### config.mk
export PLATFORM = sky130hd
export DESIGN_NAME = retimer_drive_and_ctle_start_config
export DESIGN_NICKNAME = d
export VERILOG_FILES = /design/src/retimer_cfg_pkg.sv /design/src/retimer_drive_and_ctle_start_config.sv /design/src/deemphasis_decode.sv
export SDC_FILE = /design/constraint.sdc
export NUM_CORES = 1
export LEC_CHECK = 0
export ABC_AREA = 1
export BUFFER_PORTS_ARGS = -buffer_cell sky130_fd_sc_hd__buf_4
export CORE_MARGIN = 2
export CORE_UTILIZATION = 40
export CTS_CLUSTER_DIAMETER = 80
export DETAILED_ROUTE_END_ITERATION = 10
export SLEW_MARGIN = 30
export SYNTH_ARGS = -nofsm -noshare
export SYNTH_HDL_FRONTEND = slang
export SYNTH_HIERARCHICAL = 1
export SYNTH_SLANG_ARGS = --single-unit
### constraint.sdc
create_clock -name core_clk -period 2.7 [get_ports core_clk]
set_input_delay 0.27 -clock core_clk [delete_from_list [all_inputs] [get_ports core_clk]]
set_output_delay 0.27 -clock core_clk [all_outputs]
set_load 0.1 [all_outputs]
### src/retimer_cfg_pkg.sv
package retimer_cfg_pkg;

   // Register offsets within one channel register set
   localparam logic [7:0] OFS_CHANNEL_CONTROL      = 8'h00;
   localparam logic [7:0] OFS_DEEMPHASIS_CONTROL   = 8'h15;
   localparam logic [7:0] OFS_OUTPUT_SWING_CONTROL = 8'h2d;
   localparam logic [7:0] OFS_ADAPT_START_OVERRIDE = 8'h2f;
   localparam logic [7:0] OFS_ADAPT_START_INDEX    = 8'h39;
   localparam logic [7:0] OFS_ADAPT_STATUS         = 8'h3b;
   localparam logic [7:0] OFS_BOOST_TABLE_FIRST    = 8'h40;
   localparam logic [7:0] OFS_BOOST_TABLE_LAST     = 8'h5f;

   // Field positions
   localparam int CHANNEL_RESET_BIT   = 2;
   localparam int START_OVERRIDE_BIT  = 3;
   localparam int DEEMPH_RANGE_BIT    = 6;
   localparam int STATUS_BUSY_BIT     = 7;
   localparam int STATUS_VALID_BIT    = 6;

   // Values after reset for the plain configuration registers
   localparam logic [7:0] RESET_CHANNEL_CONTROL      = 8'h00;
   localparam logic [7:0] RESET_DEEMPHASIS_CONTROL   = 8'h00;
   localparam logic [7:0] RESET_OUTPUT_SWING_CONTROL = 8'h00;
   localparam logic [7:0] RESET_ADAPT_START_OVERRIDE = 8'h00;
   localparam logic [7:0] RESET_ADAPT_START_INDEX    = 8'h00;

   // Start index used when the override is clear
   localparam logic [4:0] DEFAULT_START_INDEX = 5'h00;
   localparam logic [4:0] LAST_TABLE_INDEX    = 5'h1f;

   // Swing in tenths of a volt is this base plus the code
   localparam logic [3:0] SWING_BASE_X10 = 4'h6;

   // Default candidate boost table, entry 31 leftmost, entry 0 rightmost;
   // each byte holds stage 0 in 7:6 down to stage 3 in 1:0
   localparam logic [31:0][7:0] BOOST_TABLE_DEFAULT = {
      8'ha5, 8'h96, 8'h99, 8'hd5, 8'h75, 8'h69, 8'h5d, 8'h57,
      8'hc8, 8'hb0, 8'h8c, 8'h52, 8'h46, 8'ha0, 8'h82, 8'h88,
      8'h90, 8'h60, 8'hc0, 8'h50, 8'h41, 8'h30, 8'h0c, 8'h03,
      8'h80, 8'h02, 8'h08, 8'h40, 8'h10, 8'h04, 8'h01, 8'h00
   };

   // Adaptation sequencer states
   typedef enum logic [1:0] {
      ADAPT_IDLE    = 2'b00,
      ADAPT_MEASURE = 2'b01
   } adapt_state_t;

endpackage

### src/retimer_drive_and_ctle_start_config.sv
// The implementer's own choice: the strobed register port.
`timescale 1ns/1ps
// Functional notes
// - Override set: start index from start register
// - Override clear: start index is zero
// - Index walks boost table upward from start
// - Swing code picks 0.6 V plus 0.1 V steps
// - De-emphasis code zero is 0 dB always
// - Range one selects the shallower dB set
// - Range zero selects the deeper dB set
// - Table byte holds four two-bit stage boosts
// - Channel reset bit restores table defaults
module retimer_drive_and_ctle_start_config
   import retimer_cfg_pkg::*;
(
   input  wire logic       core_clk,
   input  wire logic       reset_n,
   input  wire logic       clk_en,
   input  wire logic [7:0] reg_addr,
   input  wire logic [7:0] reg_wdata,
   input  wire logic       reg_wr,
   input  wire logic       reg_rd,
   output logic      [7:0] reg_rdata,
   input  wire logic       adapt_start,
   input  wire logic       fom_valid,
   input  wire logic [7:0] fom_value,
   output logic            fom_request,
   output logic            adapt_busy,
   output logic            adapt_done,
   output logic      [4:0] adapt_index,
   output logic      [4:0] best_index,
   output logic      [1:0] stage0_boost,
   output logic      [1:0] stage1_boost,
   output logic      [1:0] stage2_boost,
   output logic      [1:0] stage3_boost,
   output logic      [2:0] swing_code,
   output logic      [3:0] swing_x10,
   output logic      [2:0] deemph_code,
   output logic            deemph_range,
   output logic      [7:0] deemph_atten_x10
);
   import retimer_cfg_pkg::*;

   // Whole module state in one record
   typedef struct packed {
      logic [7:0]       chan_ctrl;     // Channel control, reset bit clears
      logic [7:0]       deemph;        // De-emphasis control
      logic [7:0]       swing;         // Output swing control
      logic [7:0]       ovr;           // Start override
      logic [7:0]       start_idx;     // Start index
      logic [31:0][7:0] table_live;    // Table that software sees
      logic [31:0][7:0] table_run;     // Snapshot used by the running scan
      adapt_state_t     state;         // Sequencer state
      logic [4:0]       idx;           // Entry under measurement
      logic [4:0]       best_idx;      // Best entry so far
      logic [7:0]       best_fom;      // Best figure of merit so far
      logic             best_ok;       // Best figure holds a real value
      logic             result_valid;  // A finished run left a result
      logic [7:0]       stage_word;    // Boost entry driven to the stages
      logic             done;          // One-cycle end of run
      logic [2:0]       swing_out;     // Registered swing code
      logic [3:0]       swing_x10_out; // Registered swing level
      logic [2:0]       dem_code_out;  // Registered de-emphasis code
      logic             dem_range_out; // Registered range bit
      logic [7:0]       dem_atten_out; // Registered attenuation
      logic [7:0]       rdata;         // Read data, valid one cycle
   } state_t;

   state_t st;       // Registered state
   state_t next_st;  // Next state

   logic [7:0] dem_atten;   // Decoded attenuation from the live register
   logic [4:0] tbl_sel;     // Table index from the bus address
   logic       tbl_hit;     // Bus address falls inside the table
   logic [4:0] run_start;   // Index where a new scan begins
   logic       new_best;    // Current figure beats the stored best
   logic [4:0] pick_idx;    // Best index including the current figure

   // Decoder shared with nothing else; kept apart so it can be reused
   deemphasis_decode u_deemph (
      .code      (st.deemph[2:0]),
      .range_sel (st.deemph[DEEMPH_RANGE_BIT]),
      .atten_x10 (dem_atten)
   );

   // Address decode for the boost table window
   assign tbl_hit = (reg_addr >= OFS_BOOST_TABLE_FIRST) &&
                    (reg_addr <= OFS_BOOST_TABLE_LAST);
   assign tbl_sel = reg_addr[4:0];

   // Start point of a scan, sampled only when a run begins
   assign run_start = st.ovr[START_OVERRIDE_BIT] ?
                      st.start_idx[4:0] :
                      DEFAULT_START_INDEX;

   // Best-so-far comparison for the figure arriving now
   assign new_best = !st.best_ok || (fom_value > st.best_fom);
   assign pick_idx = new_best ? st.idx : st.best_idx;

   // Next-state logic: bus, channel reset, sequencer, output decode
   always_comb begin
      next_st      = st;
      next_st.done = 1'b0;
      next_st.rdata = 8'h00;

      // Register reads answer in the next cycle only
      if (reg_rd) begin
         if (tbl_hit) begin
            next_st.rdata = st.table_live[tbl_sel];
         end else begin
            case (reg_addr)
               OFS_CHANNEL_CONTROL      : next_st.rdata = st.chan_ctrl;
               OFS_DEEMPHASIS_CONTROL   : next_st.rdata = st.deemph;
               OFS_OUTPUT_SWING_CONTROL : next_st.rdata = st.swing;
               OFS_ADAPT_START_OVERRIDE : next_st.rdata = st.ovr;
               OFS_ADAPT_START_INDEX    : next_st.rdata = st.start_idx;
               OFS_ADAPT_STATUS : begin
                  // Busy, result valid and best entry of the last run
                  next_st.rdata[STATUS_BUSY_BIT]  =
                     (st.state == ADAPT_MEASURE);
                  next_st.rdata[STATUS_VALID_BIT] = st.result_valid;
                  next_st.rdata[4:0]              = st.best_idx;
               end
               default : next_st.rdata = 8'h00; // Unmapped reads zero
            endcase
         end
      end

      // Register writes; status and unmapped offsets are ignored
      if (reg_wr) begin
         if (tbl_hit) begin
            // Only the live copy moves; a running scan keeps its snapshot
            next_st.table_live[tbl_sel] = reg_wdata;
         end else begin
            case (reg_addr)
               OFS_CHANNEL_CONTROL : begin
                  if (reg_wdata[CHANNEL_RESET_BIT]) begin
                     // Channel reset: configuration back to defaults
                     next_st.table_live = BOOST_TABLE_DEFAULT;
                     next_st.deemph     = RESET_DEEMPHASIS_CONTROL;
                     next_st.swing      = RESET_OUTPUT_SWING_CONTROL;
                     next_st.ovr        = RESET_ADAPT_START_OVERRIDE;
                     next_st.start_idx  = RESET_ADAPT_START_INDEX;
                     next_st.chan_ctrl  = RESET_CHANNEL_CONTROL;
                  end else begin
                     next_st.chan_ctrl = reg_wdata;
                  end
                  // Reset bit is self-clearing and always reads zero
                  next_st.chan_ctrl[CHANNEL_RESET_BIT] = 1'b0;
               end
               OFS_DEEMPHASIS_CONTROL   : next_st.deemph    = reg_wdata;
               OFS_OUTPUT_SWING_CONTROL : next_st.swing     = reg_wdata;
               OFS_ADAPT_START_OVERRIDE : next_st.ovr       = reg_wdata;
               OFS_ADAPT_START_INDEX    : next_st.start_idx = reg_wdata;
               default : ;
            endcase
         end
      end

      // Adaptation sequencer
      case (st.state)
         ADAPT_IDLE : begin
            if (adapt_start) begin
               // Snapshot table and start point so later writes wait
               next_st.table_run  = st.table_live;
               next_st.idx        = run_start;
               next_st.stage_word = st.table_live[run_start];
               next_st.best_ok    = 1'b0;
               next_st.best_fom   = 8'h00;
               next_st.state      = ADAPT_MEASURE;
            end
         end
         ADAPT_MEASURE : begin
            if (fom_valid) begin
               if (new_best) begin
                  next_st.best_fom = fom_value;
                  next_st.best_idx = st.idx;
                  next_st.best_ok  = 1'b1;
               end
               if (st.idx == LAST_TABLE_INDEX) begin
                  // End of table: settle on the best entry seen
                  next_st.best_idx     = pick_idx;
                  next_st.stage_word   = st.table_run[pick_idx];
                  next_st.result_valid = 1'b1;
                  next_st.done         = 1'b1;
                  next_st.state        = ADAPT_IDLE;
               end else begin
                  // Step to the following entry of the snapshot
                  next_st.idx        = st.idx + 5'h01;
                  next_st.stage_word = st.table_run[st.idx + 5'h01];
               end
            end
         end
         default : next_st.state = ADAPT_IDLE;
      endcase

      // Driver settings follow the live registers one cycle later
      next_st.swing_out     = st.swing[2:0];
      next_st.swing_x10_out = SWING_BASE_X10 +
                              {1'b0, st.swing[2:0]};
      next_st.dem_code_out  = st.deemph[2:0];
      next_st.dem_range_out = st.deemph[DEEMPH_RANGE_BIT];
      next_st.dem_atten_out = dem_atten;
   end

   // State register; clock enable low freezes everything
   always_ff @(posedge core_clk or negedge reset_n) begin
      if (!reset_n) begin
         st               <= '0;
         st.chan_ctrl     <= RESET_CHANNEL_CONTROL;
         st.deemph        <= RESET_DEEMPHASIS_CONTROL;
         st.swing         <= RESET_OUTPUT_SWING_CONTROL;
         st.ovr           <= RESET_ADAPT_START_OVERRIDE;
         st.start_idx     <= RESET_ADAPT_START_INDEX;
         st.table_live    <= BOOST_TABLE_DEFAULT;
         st.table_run     <= BOOST_TABLE_DEFAULT;
         st.state         <= ADAPT_IDLE;
         st.swing_x10_out <= SWING_BASE_X10;
      end else if (clk_en) begin
         st <= next_st;
      end
   end

   // Handshake outputs straight from state
   assign fom_request = (st.state == ADAPT_MEASURE);
   assign adapt_busy  = (st.state == ADAPT_MEASURE);

   // Data outputs from flip-flops
   assign reg_rdata        = st.rdata;
   assign adapt_done       = st.done;
   assign adapt_index      = st.idx;
   assign best_index       = st.best_idx;
   assign stage0_boost     = st.stage_word[7:6];
   assign stage1_boost     = st.stage_word[5:4];
   assign stage2_boost     = st.stage_word[3:2];
   assign stage3_boost     = st.stage_word[1:0];
   assign swing_code       = st.swing_out;
   assign swing_x10        = st.swing_x10_out;
   assign deemph_code      = st.dem_code_out;
   assign deemph_range     = st.dem_range_out;
   assign deemph_atten_x10 = st.dem_atten_out;

endmodule

### src/deemphasis_decode.sv
`timescale 1ns/1ps
// Maps the de-emphasis code and range bit to an attenuation magnitude
// in tenths of a dB; the sign is always negative at the driver.
module deemphasis_decode (
   input  wire logic [2:0] code,
   input  wire logic       range_sel,
   output logic      [7:0] atten_x10
);

   // Pure table lookup, no state
   always_comb begin
      atten_x10 = 8'h00;
      case ({code, range_sel})
         4'b0000, 4'b0001 : atten_x10 = 8'h00;
         4'b0011 : atten_x10 = 8'h0f;
         4'b0101 : atten_x10 = 8'h23;
         4'b0111 : atten_x10 = 8'h32;
         4'b1001 : atten_x10 = 8'h41;
         4'b1011 : atten_x10 = 8'h50;
         4'b1101 : atten_x10 = 8'h5f;
         4'b1111 : atten_x10 = 8'h82;
         4'b0010 : atten_x10 = 8'h14;
         4'b0100 : atten_x10 = 8'h2a;
         4'b0110 : atten_x10 = 8'h3c;
         4'b1000 : atten_x10 = 8'h48;
         4'b1010 : atten_x10 = 8'h5a;
         4'b1100 : atten_x10 = 8'h6e;
         4'b1110 : atten_x10 = 8'h96;
         default : atten_x10 = 8'h00;
      endcase
   end

endmodule

; Yosys cells after proc, flatten, opt, wreduce, memory -nomap -nowiden
; Memory sizes are Yosys's and may differ from the RTL's. A register that Yosys moved wholly into a read port is not among the register bits.
; Cells that the tools add are included.
; Widths: inputs -> output; s select.
[word_totals]
regBits = 601
latchBits = 0
ram_bits = 0
romBits = 128
inputBits = 31
output_inout_bits = 48
elab_cells = 177
mem_count = 1
[op_classes]
addsub = 2
mul = 0
n_div = 0
n_lt_le_gt_ge = 8
eq_ne = 13
shifts = 0
n_mux = 42
bitwise_logic = 1
n_reduce_logical = 28
[mem_list]
columns = name, words, width, read_ports, rd_clocked_by_memory_dff, write_ports, line
row1 = (name not given), 16, 8, 1, 1, 0, deemphasis_decode.sv:13  ; case ({code, range_sel})
[op_table]
columns = op, count
row1 = $mux 256, 2
row2 = $mux 288, 1
row3 = $bwmux 256, 1
row4 = $bmux 8 s5, 4
row5 = $mux 8, 10
row6 = $pmux 8 s2, 5
row7 = $demux 8 s5, 1
row8 = $eq 8x6->1 const B, 4
row9 = $mux 31, 1
row10 = $pmux 5 s6, 1
row11 = $reduce_and 5->1, 6
row12 = $lt 5x6->1 const B, 4
row13 = $reduce_and 4->1, 6
row14 = $mux 5, 4
row15 = $pmux 9 s2, 1
row16 = $reduce_bool 2->1, 8
row17 = $mux 14, 1
row18 = $pmux 2 s6, 1
row19 = $pmux 5 s2, 1
row20 = $mux 9, 1
row21 = $eq 8x5->1 const B, 1
row22 = $ge 8x7->1 const B, 1
row23 = $gt 8x8->1, 1
row24 = $le 8x7->1 const B, 1
row25 = 19 further kinds, 27

; Depth between registers and ports, before layout
; Gate-level depths: netlist (run 1).
[logic_depth]
depth_word = 8
mapped_depth = 23
mapped_depth_nobuf = 21

; Cells and area by module
; The synthesis (run 1) kept the hierarchy.
[modules_own_cells]
columns = mod, instances, cells_per_inst, area_per_inst_um2, seq_area_each_um2
row1 = retimer_drive_and_ctle_start_config, 1, 4213, 32841.5, 15392.3
row2 = deemphasis_decode, 1, 43, 216.5, 0.0

; Least setup slack after synthesis (run 1)
; No wires, ideal clock.
[synth_path]
kind = register to register
start = reg st[45] (netlist bit)
end = reg st, in the netlist stage0_boost[0]
setup_time_ns = 0.129
t_arrival_ns = 2.120
required_time_ns = 2.571
path_slack_ns = 0.452
stages_incl_launch_ff = 18
n_path_buf = 2
period_less_slack_ns = 2.248
path_cell_list = dfrtp_1 inv_1 ha_1 a21o_1 nor2_1 nand2_1 nand2_2 nand2_2 buf_6 o21ai_4 buf_2 nand3_1 nand3_1 nand3_1 nand2_1 nand2_1 nand3_1 a21oi_1
[synth_via]
elab_chain_cells = 8
[synth_rtl]
columns = item, line
row1 = "start, declared", retimer_drive_and_ctle_start_config.sv:69  ; state_t st;
row2 = "start signal, assigned", retimer_drive_and_ctle_start_config.sv:220  ; st <= next_st;
row3 = $gt 8x8->1, retimer_drive_and_ctle_start_config.sv:97  ; assign new_best = !st.best_ok || (fom_value > st.best_fom);
row4 = $logic_or 1x1->1, retimer_drive_and_ctle_start_config.sv:97
row5 = $mux 5, retimer_drive_and_ctle_start_config.sv:98  ; assign pick_idx = new_best ? st.idx : st.best_idx;
row6 = $bmux 8 s5, retimer_drive_and_ctle_start_config.sv:183  ; next_st.stage_word = st.table_run[pick_idx];
row7 = $mux 8 (implied by the code), retimer_drive_and_ctle_start_config.sv:183
row8 = $mux 8, retimer_drive_and_ctle_start_config.sv:180  ; if (st.idx == LAST_TABLE_INDEX) begin
row9 = $mux 31, retimer_drive_and_ctle_start_config.sv:174  ; if (fom_valid) begin
row10 = $pmux 8 s2, retimer_drive_and_ctle_start_config.sv:161  ; case (st.state)
; No other way between the ends. The select of a mux whose other input is x is not followed.
; A chain may end at the register's enable or synchronous reset.

; Worst setup path after layout (run 1)
[layout_path]
start = reg st[45] (netlist bit)
end = reg st, in the netlist stage0_boost[1]
; The elaborated chain is that of the path after synthesis.

==> qor.yml, run 1 <==
setup_path:
  crit_family: "simple AND/OR/NAND/NOR gates"
  required_ps: 3210
  worst_setup_path_start_kind: "flop"
  cpPeakStageDelay_ps: 350
  path_cells: "inv_1 > ha_4 > a21o_1 > nor2_1 > nand2_2 > nand2_4 > nand2_4 > buf_12 > o21ai_4 > buf_12 > buf_12 > nand3_1 > nand3_1 > nand3_1 > nand2_1 > nand2_1 > nand3_2 > a21oi_2"
  crit_fanout: 21
  path_class: "flop to flop"
  critPathSlowestCell: "dfrtp_1"
  critical_path_arrival_ps: 3180
  endpoint_kind: "flop"
  critPathBufInv: 4
logic_synthesis:
  ys_async_sr_fraction: 1.00
  synthFlopType: "dfrtp_1"
  synth.net_count: 4302
  yosysUniqueCellTypes: 45
  syn_area_um2: 33100
  synth_edf_count: 0
  ys_warn_count: 6
  syn_inst: 4256
  ys_seq_elements: 607
  ys_seq_area_frac: 0.466
  postSynthAreaPerCell_um2: 7.77
power_and_ir_drop:
  pwr-share-seq: 0.387
  combPwrFrac: 0.281
  p_sw_frac: 0.367
  p_sw_mw: 11.1
  power_mw: 30.2
  ir_drop_v: 0.000445
  clock_power_share: 0.332
  cell_internal_pwr_mw: 19.1
  total_leakage_power_nw: 17.2
  pwr_density_cell_nw_per_um2: 774
drt:
  post_drt_wl_per_cell_um: 27.9
  drtPass1Iterations: 8
  num_vias: 33700
  drtIter0Drc: 5533
  drc_errors: 0
  drtAntennaViolNets: 0
  wirelength_mm: 153
  via_per_inst: 6.15
cells_and_area:
  drive_gt1_frac: 0.166
  layout_commonest_cell: "nand2_1"
  layout_common_cells: "nand2_1, o21ai_0, dfrtp_1"
  fin_nets: 4395
  area_growth_pct: 17.9
outcome:
  run_status: "completed"
global_route:
  grt-ovfl-total: 0
  grt_max_degree: 109
  grt_pass1_vias: 31100
  antenna_found_initial: 6
  track_usage: 0.353
  grt_pass1_wl_mm: 221
timing:
  max_slew_margin: 0.511
  hold_viol: 0
  tightest_slew_ps: 733
  setup_tns_ps: 0
  slew_viol_final: 0
  finalSetupViolations: 0
  skew_ps: 34.4
  rsz0062_at_grt: "true"
  period_minus_slack_ps: 2670
  setup_ws_ps: 34.0
  max_freq_ghz: 0.375
  period_share: 0.987
clocking:
  cts_buffer_depth: 3
  cts_tree: "yes"
  path_clk_slew_ps: 70
  htree_levels: 3
  clkLatencyLatePin_ps: 640
  clock_sinks: 607
  numCtsBuffers: 71
  clockRootBuffer: "clkbuf_16"
hold_path:
  holdCritPathClass: "input port to flop"
placement:
  port_buffers: 78
  gp_congestion: 1.00
  dpl.hpwl_mm: 108
  pre_cts_slack_ps: -10.6
floorplan:
  fp.dieW_um: 291
  die_y_um: 291
  design.core.area_um2: 82000
  dieArea_um2: 85000
  num_io_pins: 79
  start_util: 0.403
  fp-row-count: 105
run:
  max-cap-violations: 0
-- layer usage --
metal,GRT usage,vias up,wire [um]
met3,0.122,399,21800
met5,0,-,35
li1,-,14700,-
met1,0.495,16200,61000
met4,0.173,6,8660
met2,0.480,2349,61500
-- tightest hold or removal path: stages --
cell and delay, ps:
buf_4 100, inv_1 100, o21ai_0 180
-- timing repair --
action,4_1_cts,5_1_grt
buffers inserted,0,5
setup endpoints to repair,0,8
hold buffers,16,0
resized for setup,0,53
endpoints found under the hold margin,62,0
-- cell families after synthesis --
family / share of synthesized area
xor gates and xnor gates: 0.000530
DFF: 0.466
adders and majority gates: 0.00568
buffers and inverters: 0.0978
AOI/OAI and AO/OA: 0.239
and+or+nand+nor: 0.192
-- final timing paths --
check / cells past startpoint / start / slack, ps / endpoint
max: 18 / st[45] / 30 / stage0_boost[1]
min: 3 / reg_wdata[5] / 30 / st[599]
max reg2reg: 18 / st[45] / 30 / stage0_boost[1]
min reg2reg: 1 / next_st[25] / 470 / swing_x10[1]
max in group asynchronous: 3 / reset_n / 1580 / st[76]
min in group asynchronous: 2 / reset_n / 150 / st[240]
-- flip-flops by register name (all words and copies together) (netlist names) --
register          cells
st                  555
next_st               7
stage1_boost          2
stage2_boost          2
stage3_boost          2
adapt_index           5
deemph_range          1
stage0_boost          2
reg_rdata             8
swing_x10             3
swing_code            3
deemph_atten_x10      8
best_index            5
deemph_code           3
adapt_done            1
-- final cells by class --
class,instances,area (um^2)
Fill cell,8087,43000
Clock inverter,22,340
Multi-Input combinational cell,2882,14700
Antenna cell,1,2.50
Sequential cell,607,15400
Inverter,440,1670
Clock buffer,110,2050
Timing Repair Buffer,347,3470
Tap cell,1070,1340
-- cell usage after synthesis, drive strengths merged, types with 2 or more instances --
cell | count | area share
o22ai | 297 | 0.056
a22o | 3 | 0.00079
a32o | 10 | 0.0030
clkbuf | 189 | 0.021
a41oi | 2 | 0.00053
buf | 138 | 0.026
o21a | 2 | 0.00045
o2111ai | 3 | 0.00079
nor3 | 2 | 0.00030
ha | 15 | 0.0057
a21oi | 278 | 0.052
dfstp | 162 | 0.13
nand2 | 941 | 0.11
a221oi | 28 | 0.0074
o21ai | 625 | 0.096
nand3 | 440 | 0.067
clkinv | 14 | 0.0016
o211ai | 46 | 0.010
nand4 | 6 | 0.0011
inv | 426 | 0.048
o221ai | 12 | 0.0032
nor2 | 132 | 0.016
a22oi | 32 | 0.0073
dfrtp | 445 | 0.34
-- stage by stage --
| stage | cells | instance area (um^2) | hold WS [ps] | utilization |
|---|---|---|---|---|
| 5_1_grt | 5478 | 39000 | 76.6 | 0.475 |
| 3_5_place_dp | 5318 | 36000 | 226 | 0.439 |
| 3_3_place_gp | 5318 | 36000 | 234 | 0.439 |
| 4_1_cts | 5466 | 38500 | 33.8 | 0.470 |
| 6_report | 5479 | 39000 | 28.4 | 0.475 |
| 2_1_floorplan | 4256 | 33100 | -25.6 | - |
-- power by group through the flow --
stage	logic [mW]	clock network, mW	registers (mW)
final	8.48	10.0	11.7
after global routing	9.10	10.4	11.7
after CTS	7.84	10.1	11.6
after detailed placement	7.79	0	11.7
after global placement	7.73	0	11.7
after floorplan	5.02	0	11.2
No activity file was read; power rests on OpenSTA's default activity.
==> run 2, diff against run 1 <==
--- a/config.mk
+++ b/config.mk
@@ -8,7 +8,7 @@
 export ABC_AREA = 1
 export BUFFER_PORTS_ARGS = -buffer_cell sky130_fd_sc_hd__buf_4
 export CORE_MARGIN = 2
-export CORE_UTILIZATION = 40
+export CORE_UTILIZATION = 44
 export CTS_CLUSTER_DIAMETER = 80
 export DETAILED_ROUTE_END_ITERATION = 10
 export SLEW_MARGIN = 30
==> run 2 against run 1 <==
Effect of this change: the flow now finishes with violations (setup timing); sequential share of layout area is essentially flat; design area barely moved; sequential power about the same; highest routed layer unchanged; clock skew fell by 10 ps.
==> qor.yml, run 2 (synthesis gave the netlist of run 1 again) <==
global_route:
  antenna_found_initial: 9  # was 6
  grt_pass1_wl_mm: 215  # was 221 mm
  grt_pass1_vias: 31400  # was 31,100
  grt-ovfl-total: 0  # unchanged
  track_usage: 0.377  # was 0.353
  grt_max_degree: 98  # was 109
timing:
  finalSetupViolations: 7  # was 0
  rsz0062_at_grt: "true"  # unchanged
  max_freq_ghz: 0.366  # was 0.375 GHz
  setup_tns_ps: -177  # was 0 ps
  skew_ps: 24.1  # was 34.4 ps
  tightest_slew_ps: 793  # was 733 ps
  slew_viol_final: 0  # unchanged
  setup_ws_ps: -31.9  # was 34.0 ps
  period_share: 1.01  # was 0.987
  period_minus_slack_ps: 2730  # was 2670 ps
  hold_viol: 0  # unchanged
  max_slew_margin: 0.471  # was 0.511
  finalHoldWorstSlack_ps: 49.6  # was 28.4 ps
power_and_ir_drop:
  ir_drop_v: 0.000542  # was 0.000445 V
  total_leakage_power_nw: 17.3  # was 17.2 nW
  pwr_density_cell_nw_per_um2: 783  # was 774 nW/um^2
  power_mw: 30.5  # was 30.2 mW
clocking:
  cts_tree: "yes"  # unchanged
  clkLatencyLatePin_ps: 640  # about the same
  cts_buffer_depth: 3  # unchanged
  numCtsBuffers: 72  # was 71
  clock_sinks: 607  # unchanged
  htree_levels: 3  # unchanged
  path_clk_slew_ps: 60  # was 70 ps
  clockRootBuffer: "clkbuf_16"  # unchanged
cells_and_area:
  final_area_um2: 39000  # about the same
  fillers: 7132  # was 8,087
  layout_common_cells: "nand2_1, o21ai_0, dfrtp_1"  # unchanged
  layout_commonest_cell: "nand2_1"  # unchanged
  drive_gt1_frac: 0.167  # was 0.166
  largest_register_ffs: 555  # unchanged
  layout.cells.non_filler: 5391  # was 5,479
  largest_register: "st"  # unchanged
  fin_util: 0.524  # was 0.475
  area_growth_pct: 17.9  # about the same
  fin_nets: 4407  # was 4,395
placement:
  dpl.hpwl_mm: 105  # was 108 mm
  gp_congestion: 1.04  # was 1.00
  dpl.cell_count: 5225  # was 5,318
  placed_area_um2: 35900  # was 36,000 um^2
  port_buffers: 78  # unchanged
  pre_cts_slack_ps: -163  # was -10.6 ps
drt:
  num_vias: 33900  # was 33,700
  wirelength_mm: 150  # was 153 mm
  via_per_inst: 6.28  # was 6.15
  post_drt_wl_per_cell_um: 27.8  # was 27.9 um
  drtAntennaViolNets: 0  # unchanged
  drtIter0Drc: 5056  # was 5,533
  drc_errors: 0  # unchanged
  drtPass1Iterations: 7  # was 8
setup_path:
  required_ps: 3220  # was 3210 ps
  crit_fanout: 8  # was 21
  critical_path_arrival_ps: 3250  # was 3180 ps
  endpoint_kind: "flop"  # unchanged
  path_class: "flop to flop"  # unchanged
  worst_setup_path_start_kind: "flop"  # unchanged
floorplan:
  design.core.area_um2: 74400  # was 82,000 um^2
  fp-row-count: 100  # was 105
  num_io_pins: 79  # unchanged
  die_y_um: 278  # was 291 um
  start_util: 0.444  # was 0.403
  fp.dieW_um: 278  # was 291 um
  dieArea_um2: 77300  # was 85,000 um^2
hold_path:
  holdCritPathClass: "input port to flop"  # unchanged
run:
  max-cap-violations: 0  # unchanged
outcome:
  run_status: "finished, violations left"  # was completed
  violations: "setup timing"
run 2: final timing paths:
path / start / slack, ps / endpoint / cells past startpoint
min in group asynchronous: reset_n / 150 / st[559] / 2
max: st[45] / -30 / stage3_boost[1] / 18
min: reg_wdata[7] / 50 / st[377] / 3
min reg2reg: next_st[25] / 440 / swing_x10[1] / 1
max in group asynchronous: reset_n / 1610 / st[322] / 4
max reg2reg: st[45] / -30 / stage3_boost[1] / 18
run 2: routing by layer:
metal	global-route usage	part of all wire	vias to the layer above
met5	0	0.00056	-
met4	0.210	0.067	12
met3	0.104	0.13	511
met2	0.545	0.42	2362
met1	0.511	0.39	16200
li1	-	-	14700
run 2: worst max-delay path, stage by stage, from the launching register on:
cell and delay [ps]:
dfrtp_1 370, inv_2 70, ha_4 200, a21o_1 170, nor2_1 130, nand2_2 80
nand2_4 170, nand2_4 100, buf_4 170, buf_4 150, nand2_1 100, o21ai_4 80
inv_1 80, buf_4 210, nand3_1 200, nand2_1 110, nand2_1 50, nand3_1 70
a21oi_1 70
run 2: power by group:
part	switching [mW]	internal [mW]
sequential	1.15	10.5
clock	4.25	6.05
combinational	5.68	2.90
run 2: what timing repair did:
item | in CTS | in global routing
setup buffers | 2 | 6
hold buffers | 16 | 0
pin swaps | 1 | 9
endpoints found under the hold margin | 135 | 0
endpoints found under the setup margin | 8 | 8
gates cloned | 0 | 7
resized for setup | 4 | 40
run 2: final cells by class:
type	count	area, um^2	share of cell area
Clock inverter	25	342	0.00876
Inverter	440	1670	0.0428
Tap cell	969	1210	0.0311
Timing Repair Buffer	357	3550	0.0912
Antenna cell	2	5.00	0.000128
Multi-Input combinational cell	2883	14700	0.377
Clock buffer	108	2120	0.0543
Sequential cell	607	15400	0.395
